<file path="src/hdl/thermo_regs.svh">
`ifndef THERMO_REGS_SVH
`define THERMO_REGS_SVH

// scratchpad byte offsets
`define PAD_TEMP_LOW 4'h0
`define PAD_TEMP_HIGH 4'h1
`define PAD_UPPER_LIMIT 4'h2
`define PAD_LOWER_LIMIT 4'h3
`define PAD_RESERVED_A 4'h4
`define PAD_RESERVED_B 4'h5
`define PAD_RESIDUAL 4'h6
`define PAD_COUNTS_PER_DEG 4'h7
`define PAD_CHECK_BYTE 4'h8

// field positions
`define TEMP_CMP_MSB 8
`define TEMP_CMP_LSB 1
`define PAD_BITS 7'h48
`define ROM_CRC_BITS 56

// reset and fixed values
`define TEMP_RESET 16'h00aa
`define RESERVED_VALUE 8'hff
`define COUNTS_PER_DEG_VALUE 8'h10
`define NV_UPPER_RESET 8'h7f
`define NV_LOWER_RESET 8'h80
`define CRC_POLY_REFLECTED 8'h8c

// timing
`define CLOCK_MHZ 200
`define STORE_TIME_US 10000
`define RECALL_CYCLES 5'h10

`endif

</file>
<file path="src/hdl/thermo_pkg.sv">
package thermo_pkg;

    typedef enum logic [2:0] {
        st_idle = 3'b000,
        st_read_pad = 3'b001,
        st_write_pad = 3'b010,
        st_supply = 3'b011,
        st_recall = 3'b100,
        st_convert = 3'b101,
        st_store = 3'b110
    } state_t;

    typedef enum logic [7:0] {
        cmd_convert = 8'h44,
        cmd_store = 8'h48,
        cmd_write_pad = 8'h4e,
        cmd_read_pad = 8'hbe,
        cmd_supply_query = 8'hb4,
        reload_limits_cmd = 8'hb8
    } cmd_t;

endpackage : thermo_pkg

</file>
<file path="src/hdl/crc_if.sv">
`timescale 1ns/1ps
`default_nettype none

interface crc_if #(parameter int NBITS = 64);
    logic [NBITS-1:0] data;
    logic [7:0] crc;
    modport src(output data, input crc);
    modport calc(input data, output crc);
endinterface : crc_if

`default_nettype wire

</file>
<file path="src/hdl/crc8_unit.sv">
`timescale 1ns/1ps
`default_nettype none
`include "thermo_regs.svh"

module crc8_unit #(
    parameter int NBITS = 64
) (
    crc_if.calc port
);
    // bits enter lsb first, shift register starts at zero
    always_comb begin
        logic [7:0] c;
        logic fb;
        c = 8'h00;
        fb = 1'b0;
        for (int i = 0; i < NBITS; i++) begin
            fb = c[0] ^ port.data[i];
            c = c >> 1;
            if (fb) begin
                c = c ^ `CRC_POLY_REFLECTED;
            end
        end
        port.crc = c;
    end
endmodule : crc8_unit

`default_nettype wire

</file>
<file path="src/hdl/thermometer_scratchpad_alarm.sv">
// Overview of operation
// - alarm compares temperature bits 8..1 against the one-byte limits.
// - alarm set when result above upper limit or below lower limit.
// - alarm flag re-evaluated after every conversion, clearing stale alarms.
// - device joins the alarm poll only while its alarm flag is set.
// - supply query read slot pulls low when parasite powered.
// - identity code: family byte, 48-bit serial, crc over lower 56 bits.
// - scratchpad bytes 0 and 1 give temperature low/high, read-only.
// - bytes 2 and 3 give read/write upper and lower limits.
// - bytes 4 and 5 ignore writes and read as all ones.
// - bytes 6 and 7 hold residual count and counts per degree.
// - byte 8 is read-only crc over bytes 0 to 7.
// - write scratchpad loads bytes 2 and 3 only, byte 2 first.
// - read scratchpad shifts out from lsb of byte 0.
// - store command copies both limit bytes into nonvolatile storage.
// - limits reload from nonvolatile storage at power-up.
// - reload command restores limits; slots answer 0 busy, 1 done.
// - temperature holds +85 degrees value until first conversion.
// - all bytes move least significant bit first.
// - both crcs use polynomial x^8 + x^5 + x^4 + 1.
// - scratchpad crc recomputed whenever bytes 0 to 7 change.
`timescale 1ns/1ps
`default_nettype none
`include "thermo_regs.svh"

module thermometer_scratchpad_alarm #(
    parameter int STORE_CYCLES = `STORE_TIME_US * `CLOCK_MHZ,
    parameter logic [7:0] FAMILY_CODE = 8'h5a,     // arbitrary value
    parameter logic [47:0] SERIAL_NUMBER = 48'h0123_4567_89ab // arbitrary
) (
    input wire logic clock,
    input wire logic arst_n,
    input wire logic ce,
    input wire logic cmd_valid,
    input wire logic [7:0] cmd_code,
    input wire logic wr_byte_valid,
    input wire logic [7:0] wr_byte,
    input wire logic slot_req,
    input wire logic parasite_pin,
    input wire logic conv_done,
    input wire logic [15:0] conv_temp,
    input wire logic [7:0] conv_residual,
    output logic conv_start,
    output logic slot_bit,
    output logic slot_pull_low,
    output logic alarm_flag,
    output logic alarm_poll_en,
    output logic [63:0] rom_code,
    output logic [71:0] pad_image,
    output thermo_pkg::state_t state
);
    import thermo_pkg::*;

    ////////////////////////////////////////////////////////////////////////
    // storage
    logic [15:0] temp_q;
    logic [7:0] residual_q;
    logic [7:0] upper_q;
    logic [7:0] lower_q;
    logic [7:0] nv_upper_q;
    logic [7:0] nv_lower_q;
    logic [7:0] crc_q;
    logic alarm_q;
    logic conv_seen_q;
    logic conv_busy_q;
    logic conv_start_q;
    state_t state_q;
    logic [6:0] bit_idx_q;
    logic [1:0] wr_cnt_q;
    logic [20:0] store_cnt_q;
    logic [4:0] recall_cnt_q;
    logic slot_bit_q;
    logic par_meta_q;
    logic par_sync_q;
    logic [63:0] rom_q;
    logic [63:0] pad_lo;
    logic [71:0] pad;
    logic answer;
    logic signed [7:0] temp_cmp;

    crc_if #(.NBITS(64)) pad_crc ();
    crc_if #(.NBITS(`ROM_CRC_BITS)) rom_crc ();

    crc8_unit #(.NBITS(64)) pad_crc_unit (.port(pad_crc.calc));
    crc8_unit #(.NBITS(`ROM_CRC_BITS)) rom_crc_unit (.port(rom_crc.calc));

    // byte n sits at bits 8n+7..8n, so bit 0 leaves first
    assign pad_lo = {`COUNTS_PER_DEG_VALUE, residual_q,
                     `RESERVED_VALUE, `RESERVED_VALUE,
                     lower_q, upper_q, temp_q};
    assign pad = {crc_q, pad_lo};
    assign pad_crc.data = pad_lo;
    assign rom_crc.data = {SERIAL_NUMBER, FAMILY_CODE};
    assign temp_cmp = temp_q[`TEMP_CMP_MSB:`TEMP_CMP_LSB];

    ////////////////////////////////////////////////////////////////////////
    // supply strap synchroniser
    always_ff @(posedge clock or negedge arst_n) begin
        if (!arst_n) begin
            par_meta_q <= 1'b0;
            par_sync_q <= 1'b0;
        end else if (ce) begin
            par_meta_q <= parasite_pin;
            par_sync_q <= par_meta_q;
        end
    end

    ////////////////////////////////////////////////////////////////////////
    // command sequencer; reset starts a reload so limits come from storage
    always_ff @(posedge clock or negedge arst_n) begin
        if (!arst_n) begin
            state_q <= st_recall;
            bit_idx_q <= 7'h00;
            wr_cnt_q <= 2'h0;
            store_cnt_q <= 21'h000000;
            recall_cnt_q <= `RECALL_CYCLES;
        end else if (ce) begin
            if (state_q == st_store) begin
                if (store_cnt_q == 21'h000001) begin
                    state_q <= st_idle;
                end
                store_cnt_q <= store_cnt_q - 21'h000001;
            end else if (state_q == st_recall && recall_cnt_q != 5'h00) begin
                recall_cnt_q <= recall_cnt_q - 5'h01;
            end else if (cmd_valid) begin
                // nv transfers in flight finish before new commands
                case (cmd_code)
                    cmd_convert: state_q <= st_convert;
                    cmd_store: begin
                        state_q <= st_store;
                        store_cnt_q <= 21'(STORE_CYCLES);
                    end
                    cmd_write_pad: begin
                        state_q <= st_write_pad;
                        wr_cnt_q <= 2'h0;
                    end
                    cmd_read_pad: begin
                        state_q <= st_read_pad;
                        bit_idx_q <= 7'h00;
                    end
                    cmd_supply_query: state_q <= st_supply;
                    reload_limits_cmd: begin
                        state_q <= st_recall;
                        recall_cnt_q <= `RECALL_CYCLES;
                    end
                    default: state_q <= st_idle;
                endcase
            end else begin
                // saturates at two so a third byte finds no target
                if (state_q == st_write_pad && wr_byte_valid
                    && wr_cnt_q != 2'h2) begin
                    wr_cnt_q <= wr_cnt_q + 2'h1;
                end
                if (state_q == st_read_pad && slot_req
                    && bit_idx_q != `PAD_BITS) begin
                    bit_idx_q <= bit_idx_q + 7'h01;
                end
            end
        end
    end

    ////////////////////////////////////////////////////////////////////////
    // limits and their nonvolatile copies
    always_ff @(posedge clock or negedge arst_n) begin
        if (!arst_n) begin
            upper_q <= 8'h00;
            lower_q <= 8'h00;
            nv_upper_q <= `NV_UPPER_RESET;
            nv_lower_q <= `NV_LOWER_RESET;
        end else if (ce) begin
            if (state_q == st_recall && recall_cnt_q == 5'h01) begin
                upper_q <= nv_upper_q;
                lower_q <= nv_lower_q;
            end else if (state_q == st_write_pad && !cmd_valid
                         && wr_byte_valid) begin
                // only two bytes land; a third is dropped
                if (wr_cnt_q == 2'h0) begin
                    upper_q <= wr_byte;
                end else if (wr_cnt_q == 2'h1) begin
                    lower_q <= wr_byte;
                end
            end
            if (state_q == st_store && store_cnt_q == 21'h000001) begin
                nv_upper_q <= upper_q;
                nv_lower_q <= lower_q;
            end
        end
    end

    ////////////////////////////////////////////////////////////////////////
    // conversion results and alarm
    always_ff @(posedge clock or negedge arst_n) begin
        if (!arst_n) begin
            temp_q <= `TEMP_RESET;
            residual_q <= 8'h00;
            conv_seen_q <= 1'b0;
            alarm_q <= 1'b0;
        end else if (ce && conv_done) begin
            temp_q <= conv_temp;
            residual_q <= conv_residual;
            conv_seen_q <= 1'b1;
            // limits may change later; flag reflects them only here
            alarm_q <= ($signed(conv_temp[`TEMP_CMP_MSB:`TEMP_CMP_LSB])
                        > $signed(upper_q))
                    || ($signed(conv_temp[`TEMP_CMP_MSB:`TEMP_CMP_LSB])
                        < $signed(lower_q));
        end
    end

    always_ff @(posedge clock or negedge arst_n) begin
        if (!arst_n) begin
            conv_busy_q <= 1'b0;
            conv_start_q <= 1'b0;
        end else if (ce) begin
            conv_start_q <= cmd_valid && cmd_code == cmd_convert
                            && state_q != st_store
                            && !(state_q == st_recall
                                 && recall_cnt_q != 5'h00);
            if (conv_start_q) begin
                conv_busy_q <= 1'b1;
            end else if (conv_done) begin
                conv_busy_q <= 1'b0;
            end
        end
    end

    always_ff @(posedge clock or negedge arst_n) begin
        if (!arst_n) begin
            crc_q <= 8'h00;
            rom_q <= 64'h0;
        end else if (ce) begin
            crc_q <= pad_crc.crc;
            rom_q <= {rom_crc.crc, SERIAL_NUMBER, FAMILY_CODE};
        end
    end

    ////////////////////////////////////////////////////////////////////////
    // read slot answers; a 0 means the line is pulled low
    always_comb begin
        case (state_q)
            st_read_pad: answer = (bit_idx_q == `PAD_BITS) ? 1'b1
                                  : pad[bit_idx_q];
            st_supply: answer = ~par_sync_q;
            st_recall: answer = (recall_cnt_q == 5'h00);
            st_convert: answer = ~(conv_busy_q || conv_start_q);
            st_store: answer = 1'b0;
            default: answer = 1'b1;
        endcase
    end

    always_ff @(posedge clock or negedge arst_n) begin
        if (!arst_n) begin
            slot_bit_q <= 1'b1;
        end else if (ce) begin
            if (slot_req) begin
                slot_bit_q <= answer;
            end
        end
    end

    assign slot_bit = slot_bit_q;
    assign slot_pull_low = ~slot_bit_q;
    assign conv_start = conv_start_q;
    assign alarm_flag = alarm_q;
    assign alarm_poll_en = alarm_q;
    assign rom_code = rom_q;
    assign pad_image = pad;
    assign state = state_q;
endmodule : thermometer_scratchpad_alarm

`default_nettype wire

</file>
<file path="config.mk">
export PLATFORM = sky130hd
export DESIGN_NAME = thermometer_scratchpad_alarm
export DESIGN_NICKNAME = d
export VERILOG_FILES = /design/src/hdl/thermo_pkg.sv /design/src/hdl/crc_if.sv /design/src/hdl/crc8_unit.sv /design/src/hdl/thermometer_scratchpad_alarm.sv
export VERILOG_INCLUDE_DIRS = /design/src /design/src/hdl
export SDC_FILE = /design/constraint.sdc
export NUM_CORES = 1
export LEC_CHECK = 0
export ABC_CLOCK_PERIOD_IN_PS = 3800
export BUFFER_PORTS_ARGS = -buffer_cell sky130_fd_sc_hd__buf_4
export CAP_MARGIN = 20
export CORE_ASPECT_RATIO = 0.75
export CORE_MARGIN = 4
export CORE_UTILIZATION = 35
export DETAILED_ROUTE_END_ITERATION = 7
export PLACE_DENSITY_LB_ADDON = 0.08
export SLEW_MARGIN = 20
export SYNTH_ARGS = -nofsm -noshare
export SYNTH_HDL_FRONTEND = slang
export SYNTH_SLANG_ARGS = --single-unit
</file>
<file path="constraint.sdc">
create_clock -name clock -period 3.8 [get_ports clock]
set_input_delay 0.76 -clock clock [delete_from_list [all_inputs] [get_ports clock]]
set_output_delay 0.76 -clock clock [all_outputs]
set_load 0.01 [all_outputs]
</file>
### Word-level counts from Yosys, hierarchy flattened

Cells that the tools add are included.

| word-level totals | value |
|---|---|
| flip-flop bits (word level) | 109 |
| input bits | 48 |
| logic and storage cells | 292 |

| operators by class | value |
|---|---|
| add/subtract/negate cells | 4 |
| $lt $le $gt $ge | 3 |
| equal/unequal tests | 24 |
| multiplexer cells | 95 |
| bitwise logic cells | 107 |
| reduce and logical (&&, ||, !) cells | 40 |

Operators by type and width:

| operator | number |
|---|---|
| $mux 8 | 71 |
| $not 2->3 | 63 |
| $mux 21 | 4 |
| $xor 1x1->1 | 39 |
| $eq 8x7->1 const B | 3 |
| $eq 8x8->1 const B | 3 |
| $eq 21x1->1 const B | 1 |
| $mux 7 | 3 |
| $sub 21x1->21 const B | 1 |
| $reduce_bool 2->1 | 10 |
| $pmux 3 s6 | 1 |
| $reduce_and 4->1 | 4 |
| $mux 5 | 3 |
| $logic_and 1x1->1 | 13 |
| $mux 3 | 4 |
| $reduce_and 5->1 | 2 |
| $eq 3x3->1 const B | 3 |
| $gt 8x8->1 | 1 |
| $lt 7x8->1 const B | 1 |
| $lt 8x8->1 | 1 |
| $add 7x1->7 const B | 1 |
| $bmux 1 s7 | 1 |
| $eq 7x7->1 const B | 1 |
| $ne 7x7->1 const B | 1 |
| 20 further kinds | 38 |

### Depth between registers and ports, before layout

Gate-level depths: netlist of the first run.

| logic depth | value |
|---|---|
| word-level depth | 127 |
| depth in mapped cells | 14 |

### Cells and area by module

A second synthesis of the first run with hierarchy kept.

| second synthesis, totals | value |
|---|---|
| cell total of the unflattened synthesis | 929 |
| area, all modules | 10726.5 µm² |

Modules (own cells, without submodules):

| module | instances | cells each | area an instance (µm²) | seq. area each (µm²) |
|---|---|---|---|---|
| thermometer_scratchpad_alarm | 1 | 629 | 6770.2 | 2946.6 |
| crc8_unit (pad_crc_unit) | 1 | 157 | 2080.7 | 0.0 |
| crc8_unit (rom_crc_unit) | 1 | 143 | 1875.5 | 0.0 |

### Worst setup path before layout of the first run

Ideal clock, no wire load.

| path | value |
|---|---|
| path type | register to register |
| start | register temp_q[3] |
| end | register crc_q[0] |
| arrival time | 3482 ps |
| path slack | 193 ps |
| cell stages (with the launch flop) | 10 |
| path through | dfstp_2 > xor3_2 > xor2_2 > xnor3_2 > xnor2_4 > xnor3_2 > xnor2_2 > xor3_2 > xnor3_1 > mux2_4 |

| between the ends | value |
|---|---|
| cells in the longest elaborated chain, start to end | 84 |
| elaborated cells on any way between the ends | 149 |
| those cells by class | 61 x mux; 88 x bitwise |

Ends and longest elaborated chain:

| what | RTL line | RTL |
|---|---|---|
| from (decl) | thermometer_scratchpad_alarm.sv:56 | `logic [15:0] temp_q;` |
| from (signal assigned) | thermometer_scratchpad_alarm.sv:194 | `` temp_q <= `TEMP_RESET; `` |
| from (signal assigned) | thermometer_scratchpad_alarm.sv:199 | `temp_q <= conv_temp;` |
| $xor 1x1->1 * | crc8_unit.sv:17 | `fb = c[0] ^ port.data[i];` |
| $mux 8 * (3 in a row) | crc8_unit.sv:19 | `if (fb) begin` |
| $xor 1x1->1 or $mux 8 (tied branches) | crc8_unit.sv:17, crc8_unit.sv:19 |  |
| $mux 8 * (3 in a row) | crc8_unit.sv:19 |  |
| $xor 1x1->1, or another cell as far along | crc8_unit.sv:17 |  |
| $mux 8 * (3 in a row) | crc8_unit.sv:19 |  |
| $xor 1x1->1, or another cell as far along | crc8_unit.sv:17 |  |
| $mux 8 * | crc8_unit.sv:19 |  |
| [... 54 more ...] | - |  |
| $xor 1x1->1, or another cell as far along | crc8_unit.sv:17 |  |
| $mux 8 * | crc8_unit.sv:19 |  |
| $not 2->3 (no line), or another cell as far along | - |  |
| $mux 8 * (7 in a row) | crc8_unit.sv:19 |  |
| $not 2->3 (no line) or $mux 8 (tied branches) | - |  |
| $mux 8 * | crc8_unit.sv:19 |  |
| $not 2->3 (no line) or $mux 8 (tied branches) | - |  |
| $mux 8 * (3 in a row) | crc8_unit.sv:19 |  |
| to (signal assigned) | thermometer_scratchpad_alarm.sv:232 | `crc_q <= pad_crc.crc;` |
| to (decl) | thermometer_scratchpad_alarm.sv:62 | `logic [7:0] crc_q;` |

Mark *: on every way between the ends.
A chain may end at the register's enable or synchronous reset.

### Worst setup path after layout of the first run

| path | value |
|---|---|
| start | register temp_q[3] |
| end | register crc_q[7] |

| between the ends | value |
|---|---|
| cells in the longest elaborated chain, start to end | 86 |
| elaborated cells on any way between the ends | 148 |
| those cells by class | 61 x mux; 87 x bitwise |

Ends and longest elaborated chain:

| what | RTL line |
|---|---|
| $xor 1x1->1 * | crc8_unit.sv:17 |
| $mux 8 * | crc8_unit.sv:19 |
| $not 2->3 (no line) | - |
| $mux 8 * (3 in a row) | crc8_unit.sv:19 |
| $xor 1x1->1 | crc8_unit.sv:17 |
| $mux 8 * | crc8_unit.sv:19 |
| $not 2->3 (no line) | - |
| $mux 8 * (3 in a row) | crc8_unit.sv:19 |
| [... 58 more ...] | - |
| $not 2->3 (no line) | - |
| $mux 8 * (3 in a row) | crc8_unit.sv:19 |
| $xor 1x1->1 | crc8_unit.sv:17 |
| $mux 8 * (4 in a row) | crc8_unit.sv:19 |
| $not 2->3 (no line) or $mux 8 (tied branches) | - |
| $mux 8 * | crc8_unit.sv:19 |
| $not 2->3 (no line) | - |
| $mux 8 * (4 in a row) | crc8_unit.sv:19 |

Marked as above.

==> results.md, run 1 <==
* Fin Hold WS at 0.425 ns
* First-pass GRT wire length at 32.1 mm
* Post-synthesis sequential area ratio at 0.354
* Worst r2r path cells at 9
* Root Buffer: clkbuf_16
* Crit-path max FO at 6
* CP startpoint kind: register
* Setup-failing EPs final at 0
* Syn avg cell area at 10.5 sq um
* Post-synth EDFFs at 0
* Relative slew slack at 0.450
* Final min period at 3.67 ns
* Worst Path Required at 4.09 ns
* Initial DRC Count at 298
* Final worst path period share at 0.966
* Critical setup path kind: register to register
* Setup WS pre-CTS at 0.106 ns
* Final nets at 925
* PnR worst setup slack at 0.128 ns
* CTS tree: done
* Wire per inst at 17.9 microns
* CTS sink count at 109
* Port Buf Inserts at 133
* CP Buf/Inv Count at 0
* Crit Reg-Reg Startpoint: temp_q[3]
* Status: finished clean
* Max stage delay cell, worst path: dfstp_2
* Worst min path class: input port to async pin
* Core area at 21,500 sq um
* Syn-to-layout area delta at 16.7%
* Unrepaired setup endpoints after global routing: true
* Htree depth at 3
* CTS Buf Count at 9
* F_max at 272 MHz
* DRC at 0
* Critical Path AT at 3.96 ns
* Syn Std Cell Area at 7770 sq um
* Largest net degree at the start of global routing at 59
* Clock Path Buffers at 2
* Row count at 46
* Crit path largest cell delay at 0.61 ns
* Top_reg_cell synth: dfrtp_1
* CP endpoint kind: register
* Initial Util at 0.362
* CP Cell Sequence: xor3_2 > xnor3_2 > xnor3_1 > xor3_2 > xnor3_1 > xor2_2 > xnor3_1 > xor3_1 > a21oi_1
* Clock Latency Late Sink at 0.37 ns
* Final Skew at 0.0126 ns
* Ys async rst share at 1.00
* Vias in the first global route at 5,396
* Most used cell, CP: xnor3_1
* Final-report hold violation count at 0
* Max Cap Viol at 0
* Ant. Diodes at 0
* Final-report max-slew violation count at 0
* Vias at 5,475
* Cell family with the largest share of critical-path delay: XOR/XNOR gates
* Layout cells sized above 1 at 0.305
* 1st-pass router iterations at 4
* Routed Antenna Nets at 0
* Grt total ovfl at 0
* Die H at 137 microns
* Distinct cell type count after synthesis at 59
* Slack of the worst reg-to-reg path at 0.13 ns
* Initial antenna violation count at 0
* Vias/cell at 4.78
* RePlAce Congestion at 0.857
* Worst slew pin tran at 0.825 ns
* GRT Total Usage at 0.167
* Critical R2R Capture: crc_q[7]
* Worst-path clk slew at 0.08 ns
* Hpwl dp at 15.9 mm
* Yosys warns at 0
* Die ar. at 24,700 sq um
* CTS Hold Bufs at 0
* Post-synthesis register bit count at 109
* I/O Pins at 192
* Drt total wl at 20.5 mm
* Die W at 180 microns
* Post-Syn Instances at 743
layout make-up:
class | instances | area [sq um]
multi-input combinational | 541 | 4330
clock buffer | 9 | 225
timing repair buffer | 159 | 1210
inverter | 33 | 124
tap | 288 | 360
fill | 2118 | 12400
clock inverter | 7 | 65.1
sequential | 109 | 2750
synthesized netlist by cell type (4+ instances only):
master,count,share of area
buf_4,88,0.085
nand3_1,10,0.0064
nor3_1,17,0.011
mux4_2,12,0.035
xnor2_1,55,0.062
a21oi_1,38,0.024
or4_1,4,0.0039
o21a_1,4,0.0039
dfstp_2,15,0.051
ha_1,24,0.039
a21o_1,6,0.0058
xnor3_1,15,0.043
nor2b_1,4,0.0032
nand3b_1,4,0.0039
xnor3_2,5,0.015
o22ai_1,5,0.0040
nor2_1,56,0.027
mux2i_1,19,0.024
nand2_1,47,0.023
xor3_1,4,0.012
or2_2,7,0.0056
inv_1,33,0.016
and3_1,4,0.0032
clkbuf_1,23,0.011
xor2_1,18,0.020
dfrtp_1,94,0.30
xnor2_2,8,0.017
mux2_2,28,0.041
xor3_2,4,0.013
o21ai_0,41,0.026
nor4_1,7,0.0056
routing by layer:
layer  vias to the layer above  routed length, microns  global-route usage
met4                         0                     175              0.0334
met2                       155                    8650               0.243
li1                       2613                       -                   -
met1                      2696                   10500               0.254
met3                        11                    1130              0.0380
met5                         -                       0                   0
logic make-up (layout without fill, tap and decap cells):
family | after synthesis | count (layout) | share of synthesized area
mux | 62 | 62 | 0.109
flops | 109 | 109 | 0.354
compound gates | 106 | 106 | 0.0765
xor+xnor | 113 | 113 | 0.194
simple gates | 178 | 178 | 0.110
fa+ha+maj | 24 | 24 | 0.0387
other cells | 2 | 58 | 0.000967
buf+inv | 149 | 208 | 0.117
through the flow:
step	setup TNS, ns	std cells	utilization	cell area [sq um]
floorplan	0	799	-	7980
global placement	0	1126	0.406	8720
detailed placement	0	1126	0.406	8720
CTS	0	1142	0.420	9010
global route	-0.0381	1146	0.422	9060
finish	0	1146	0.422	9060
registers in the layout, summed over array words and instances (netlist names):
signal        count
residual_q        8
lower_q           8
state             3
wr_cnt_q          2
alarm_flag        1
conv_busy_q       1
slot_bit          1
par_sync_q        1
rom_code          1
recall_cnt_q      5
upper_q           8
nv_upper_q        8
crc_q             8
temp_q           16
nv_lower_q        8
store_cnt_q      21
par_meta_q        1
conv_start        1
bit_idx_q         7
worst max path at each step:
stage	start	to	slack (ns)	depth (start not counted)
6_report	temp_q[3]	crc_q[7]	0.13	9
5_1_grt	temp_q[7]	crc_q[7]	-0.04	9
4_1_cts	temp_q[6]	crc_q[0]	0.08	9
3_5_place_dp	temp_q[6]	crc_q[0]	0.11	9
3_3_place_gp	temp_q[3]	crc_q[0]	0.21	9
2_1_floorplan	temp_q[3]	crc_q[0]	0.19	9
layout by cell type (no fill, tap or decap), types with 15 or more instances in the layout:
cell       n
a21oi_1   38
xnor2_1   53
o21ai_0   41
xor2_1    18
nand2_1   47
buf_4    158
mux2i_1   19
dfrtp_1   93
conb_1    58
nor3_1    17
inv_1     33
ha_1      24
dfstp_2   15
xnor3_1   15
mux2_2    28
nor2_1    56
repair_timing:
action                                  CTS  global route
endpoints found under the setup margin    0             2
gates resized for setup                   0             3
endpoints found under the hold margin     0             0
setup buffers                             0             4
Power of run 1 is left out: the tool's default activity adds up to more than one toggle a clock period on the data nets, which glitch-free logic cannot reach.
==> run 2, diff against run 1 <==
--- a/config.mk
+++ b/config.mk
@@ -6,13 +6,14 @@
 export SDC_FILE = /design/constraint.sdc
 export NUM_CORES = 1
 export LEC_CHECK = 0
-export ABC_CLOCK_PERIOD_IN_PS = 3800
+export ABC_CLOCK_PERIOD_IN_PS = 3400
 export BUFFER_PORTS_ARGS = -buffer_cell sky130_fd_sc_hd__buf_4
 export CAP_MARGIN = 20
 export CORE_ASPECT_RATIO = 0.75
 export CORE_MARGIN = 4
-export CORE_UTILIZATION = 35
+export CORE_UTILIZATION = 45
 export DETAILED_ROUTE_END_ITERATION = 7
+export MAX_ROUTING_LAYER = met4
 export PLACE_DENSITY_LB_ADDON = 0.08
 export SLEW_MARGIN = 20
 export SYNTH_ARGS = -nofsm -noshare
==> constraint.sdc (replaced) <==
create_clock -name clock -period 3.4 [get_ports clock]
set_input_delay 0.68 -clock clock [delete_from_list [all_inputs] [get_ports clock]]
set_output_delay 0.68 -clock clock [all_outputs]
set_load 0.01 [all_outputs]
==> run 2 against run 1 <==
  * The flow now finishes with violations (setup timing)
  * Worst setup slack got worse by 0.14 ns
  * Register-to-register slack worse by 0.14 ns
  * Sequential share of layout area fell by 0.87 points
  * Clock-buffer cell count rose by 1
  * Cell area increased by 3.0%
  * Global-route usage is 5.4 points higher
  * Largest cell class unchanged
==> results.md, run 2 (synthesis gave the netlist of run 1 again) <==
* Final-report max-slew violation count at 0 (unchanged)
* Initial DRC Count at 293 (-1.7%)
* Largest register FFs at 21 (unchanged)
* Failing checks: setup timing
* Worst min path class: input port to async pin
* PnR worst setup slack at -0.0118 ns (-0.140 ns)
* CTS Hold Bufs at 0 (unchanged)
* Htree depth at 3 (unchanged)
* Port Buf Inserts at 133 (unchanged)
* Clock Latency Late Sink at 0.36 ns (about the same)
* CTS tree: done
* Syn-to-layout area delta at 20.1%
* F_max at 293 MHz (+7.6%)
* Worst r2r path cells at 9 (unchanged)
* Die W at 160 microns (-11%)
* Crit Reg-Reg Startpoint: temp_q[6]
* Largest register by flop count: store_cnt_q
* Die H at 122 microns (-11%)
* GRT Total Usage at 0.221 (+0.0545)
* CTS sink count at 109 (unchanged)
* Ant. Diodes at 0 (unchanged)
* Vias at 5,685 (+3.8%)
* Initial antenna violation count at 1 (+1)
* Worst-path clk slew at 0.08 ns (about the same)
* Fill cell count at 1,438 (-32%)
* Biggest regs: store_cnt_q: 21 flops, temp_q: 16 flops
* Drt total wl at 20.6 mm (+0.52%)
* Most frequent cells in the layout: buf_4, dfrtp_1, conb_1, nor2_1, nand2_1
* Worst slew pin tran at 0.870 ns (+0.0452 ns)
* DR top layer: met4
* Max Cap Viol at 0 (unchanged)
* First-pass GRT wire length at 32.3 mm (+0.80%)
* Layout cells sized above 1 at 0.348 (+0.0422)
* Row count at 41 (-11%)
* Met1 wire length at 10.3 mm (-2.2%)
* Critical R2R Capture: crc_q[7]
* Multi-input logic area at 4480 sq um (+3.5%)
* Setup WS pre-CTS at -0.0331 ns (-0.139 ns)
* Final-report hold violation count at 0 (unchanged)
* Setup-failing EPs final at 1 (+1)
* Slack of the worst reg-to-reg path at -0.01 ns (-0.14 ns)
* Final Skew at 0.00977 ns (-0.00278 ns)
* Largest net degree at the start of global routing at 64 (+8.5%)
* Final min period at 3.41 ns (-0.260 ns)
* Max stage delay cell, worst path: xor3_2
* I/O Pins at 192 (unchanged)
* Routed Antenna Nets at 0 (unchanged)
* Worst Path Required at 3.69 ns (-0.40 ns)
* Hpwl dp at 16.1 mm (+1.0%)
* Relative slew slack at 0.420 (-0.0301)
* CP endpoint kind: register
* Crit-path max FO at 3 (-3)
* RePlAce Congestion at 0.905 (+5.5%)
* Die ar. at 19,400 sq um (-21%)
* Critical setup path kind: register to register
* 1st-pass router iterations at 5 (+1)
* Final nets at 956 (+3.4%)
* Final TNS setup at -0.0118 ns (-0.0118 ns)
* DRC at 0 (unchanged)
* Unrepaired setup endpoints after global routing: true
* Layout Cells excl Fill at 1,104 (-3.7%)
* Final Instance Area at 9330 sq um (+3.0%)
* CP Cell Sequence: xor3_2 > xnor2_2 > xnor3_2 > xnor2_4 > xnor2_2 > xnor3_1 > xnor3_1 > xor3_1 > a21oi_2
* Grt total ovfl at 0 (unchanged)
* Status: complete, but fails checks
* Critical Path AT at 3.70 ns (-0.26 ns)
* Root Buffer: clkbuf_16
* Final worst path period share at 1.00 (+0.0372)
* Core area at 16,900 sq um (-21%)
* Vias/cell at 5.15 (+7.8%)
* Met3 Wirelength at 1.53 mm (+36%)
* CTS Buf Count at 9 (unchanged)
* Post-DP Area at 8940 sq um (+2.5%)
* DR WL met2 at 8.50 mm (-1.8%)
* Register area at 2750 sq um (unchanged)
* Most common cell after layout, fill and taps aside: buf_4
* Clock Path Buffers at 2 (unchanged)
* Initial Util at 0.460 (+0.0984)
* CP startpoint kind: register
* Crit path largest cell delay at 0.50 ns (-0.11 ns)
* Wire per inst at 18.6 microns (+4.3%)
* Placed cells at 1,086 (-3.6%)
* Vias in the first global route at 5,563 (+3.1%)
run 2: changes by cell type in the layout (fill, tap and decap cells not counted), sizes merged:
cell	previous run	this run
clkinv	2	3
clkbuf	9	10
inv	37	34
clkinvlp	1	2
buf	159	190
run 2: worst max-delay path by stage:
stage,slack [ns],from,endpoint,depth (start not counted)
6_report,-0.01,temp_q[6],crc_q[7],9
3_5_place_dp,-0.03,temp_q[7],crc_q[0],9
5_1_grt,-0.16,temp_q[6],crc_q[7],9
4_1_cts,0.001,temp_q[6],crc_q[7],9
3_3_place_gp,0.03,temp_q[6],crc_q[7],9
2_1_floorplan,0.03,temp_q[11],crc_q[7],9
run 2: through the flow:
step                      hold WS (ns)   util
after floorplan                  0.384      -
after global placement           0.462  0.530
after detailed placement         0.479  0.530
after CTS                        0.446  0.549
after global routing             0.484  0.553
final                            0.402  0.553
run 2: cell type report:
class                      count  area share
inverter                      33      0.0133
clock buffer                  10      0.0245
tap                          215      0.0288
sequential                   109       0.294
clock inverter                 6     0.00416
multi-input combinational    541       0.480
timing repair buffer         190       0.154
run 2: metal layers:
metal	vias up	global-route usage
li1	2675	-
met1	2773	0.326
met2	217	0.311
met3	20	0.0585
met4	0	0.0396
met5	-	-
run 2: worst max-delay path, delay by kind of cell, from the launching register on:
kind,cells,cell delay (ns)
compound gates,1,0.15
xor+xnor,8,2.78
flops,1,0.41
run 2: what timing repair did:
action                                  CTS  global route
endpoints found under the setup margin    2             3
pin swaps                                 2             3
resized for setup                         8             7
buffers inserted                          2             0
Power of run 2 is left out for the same reason.
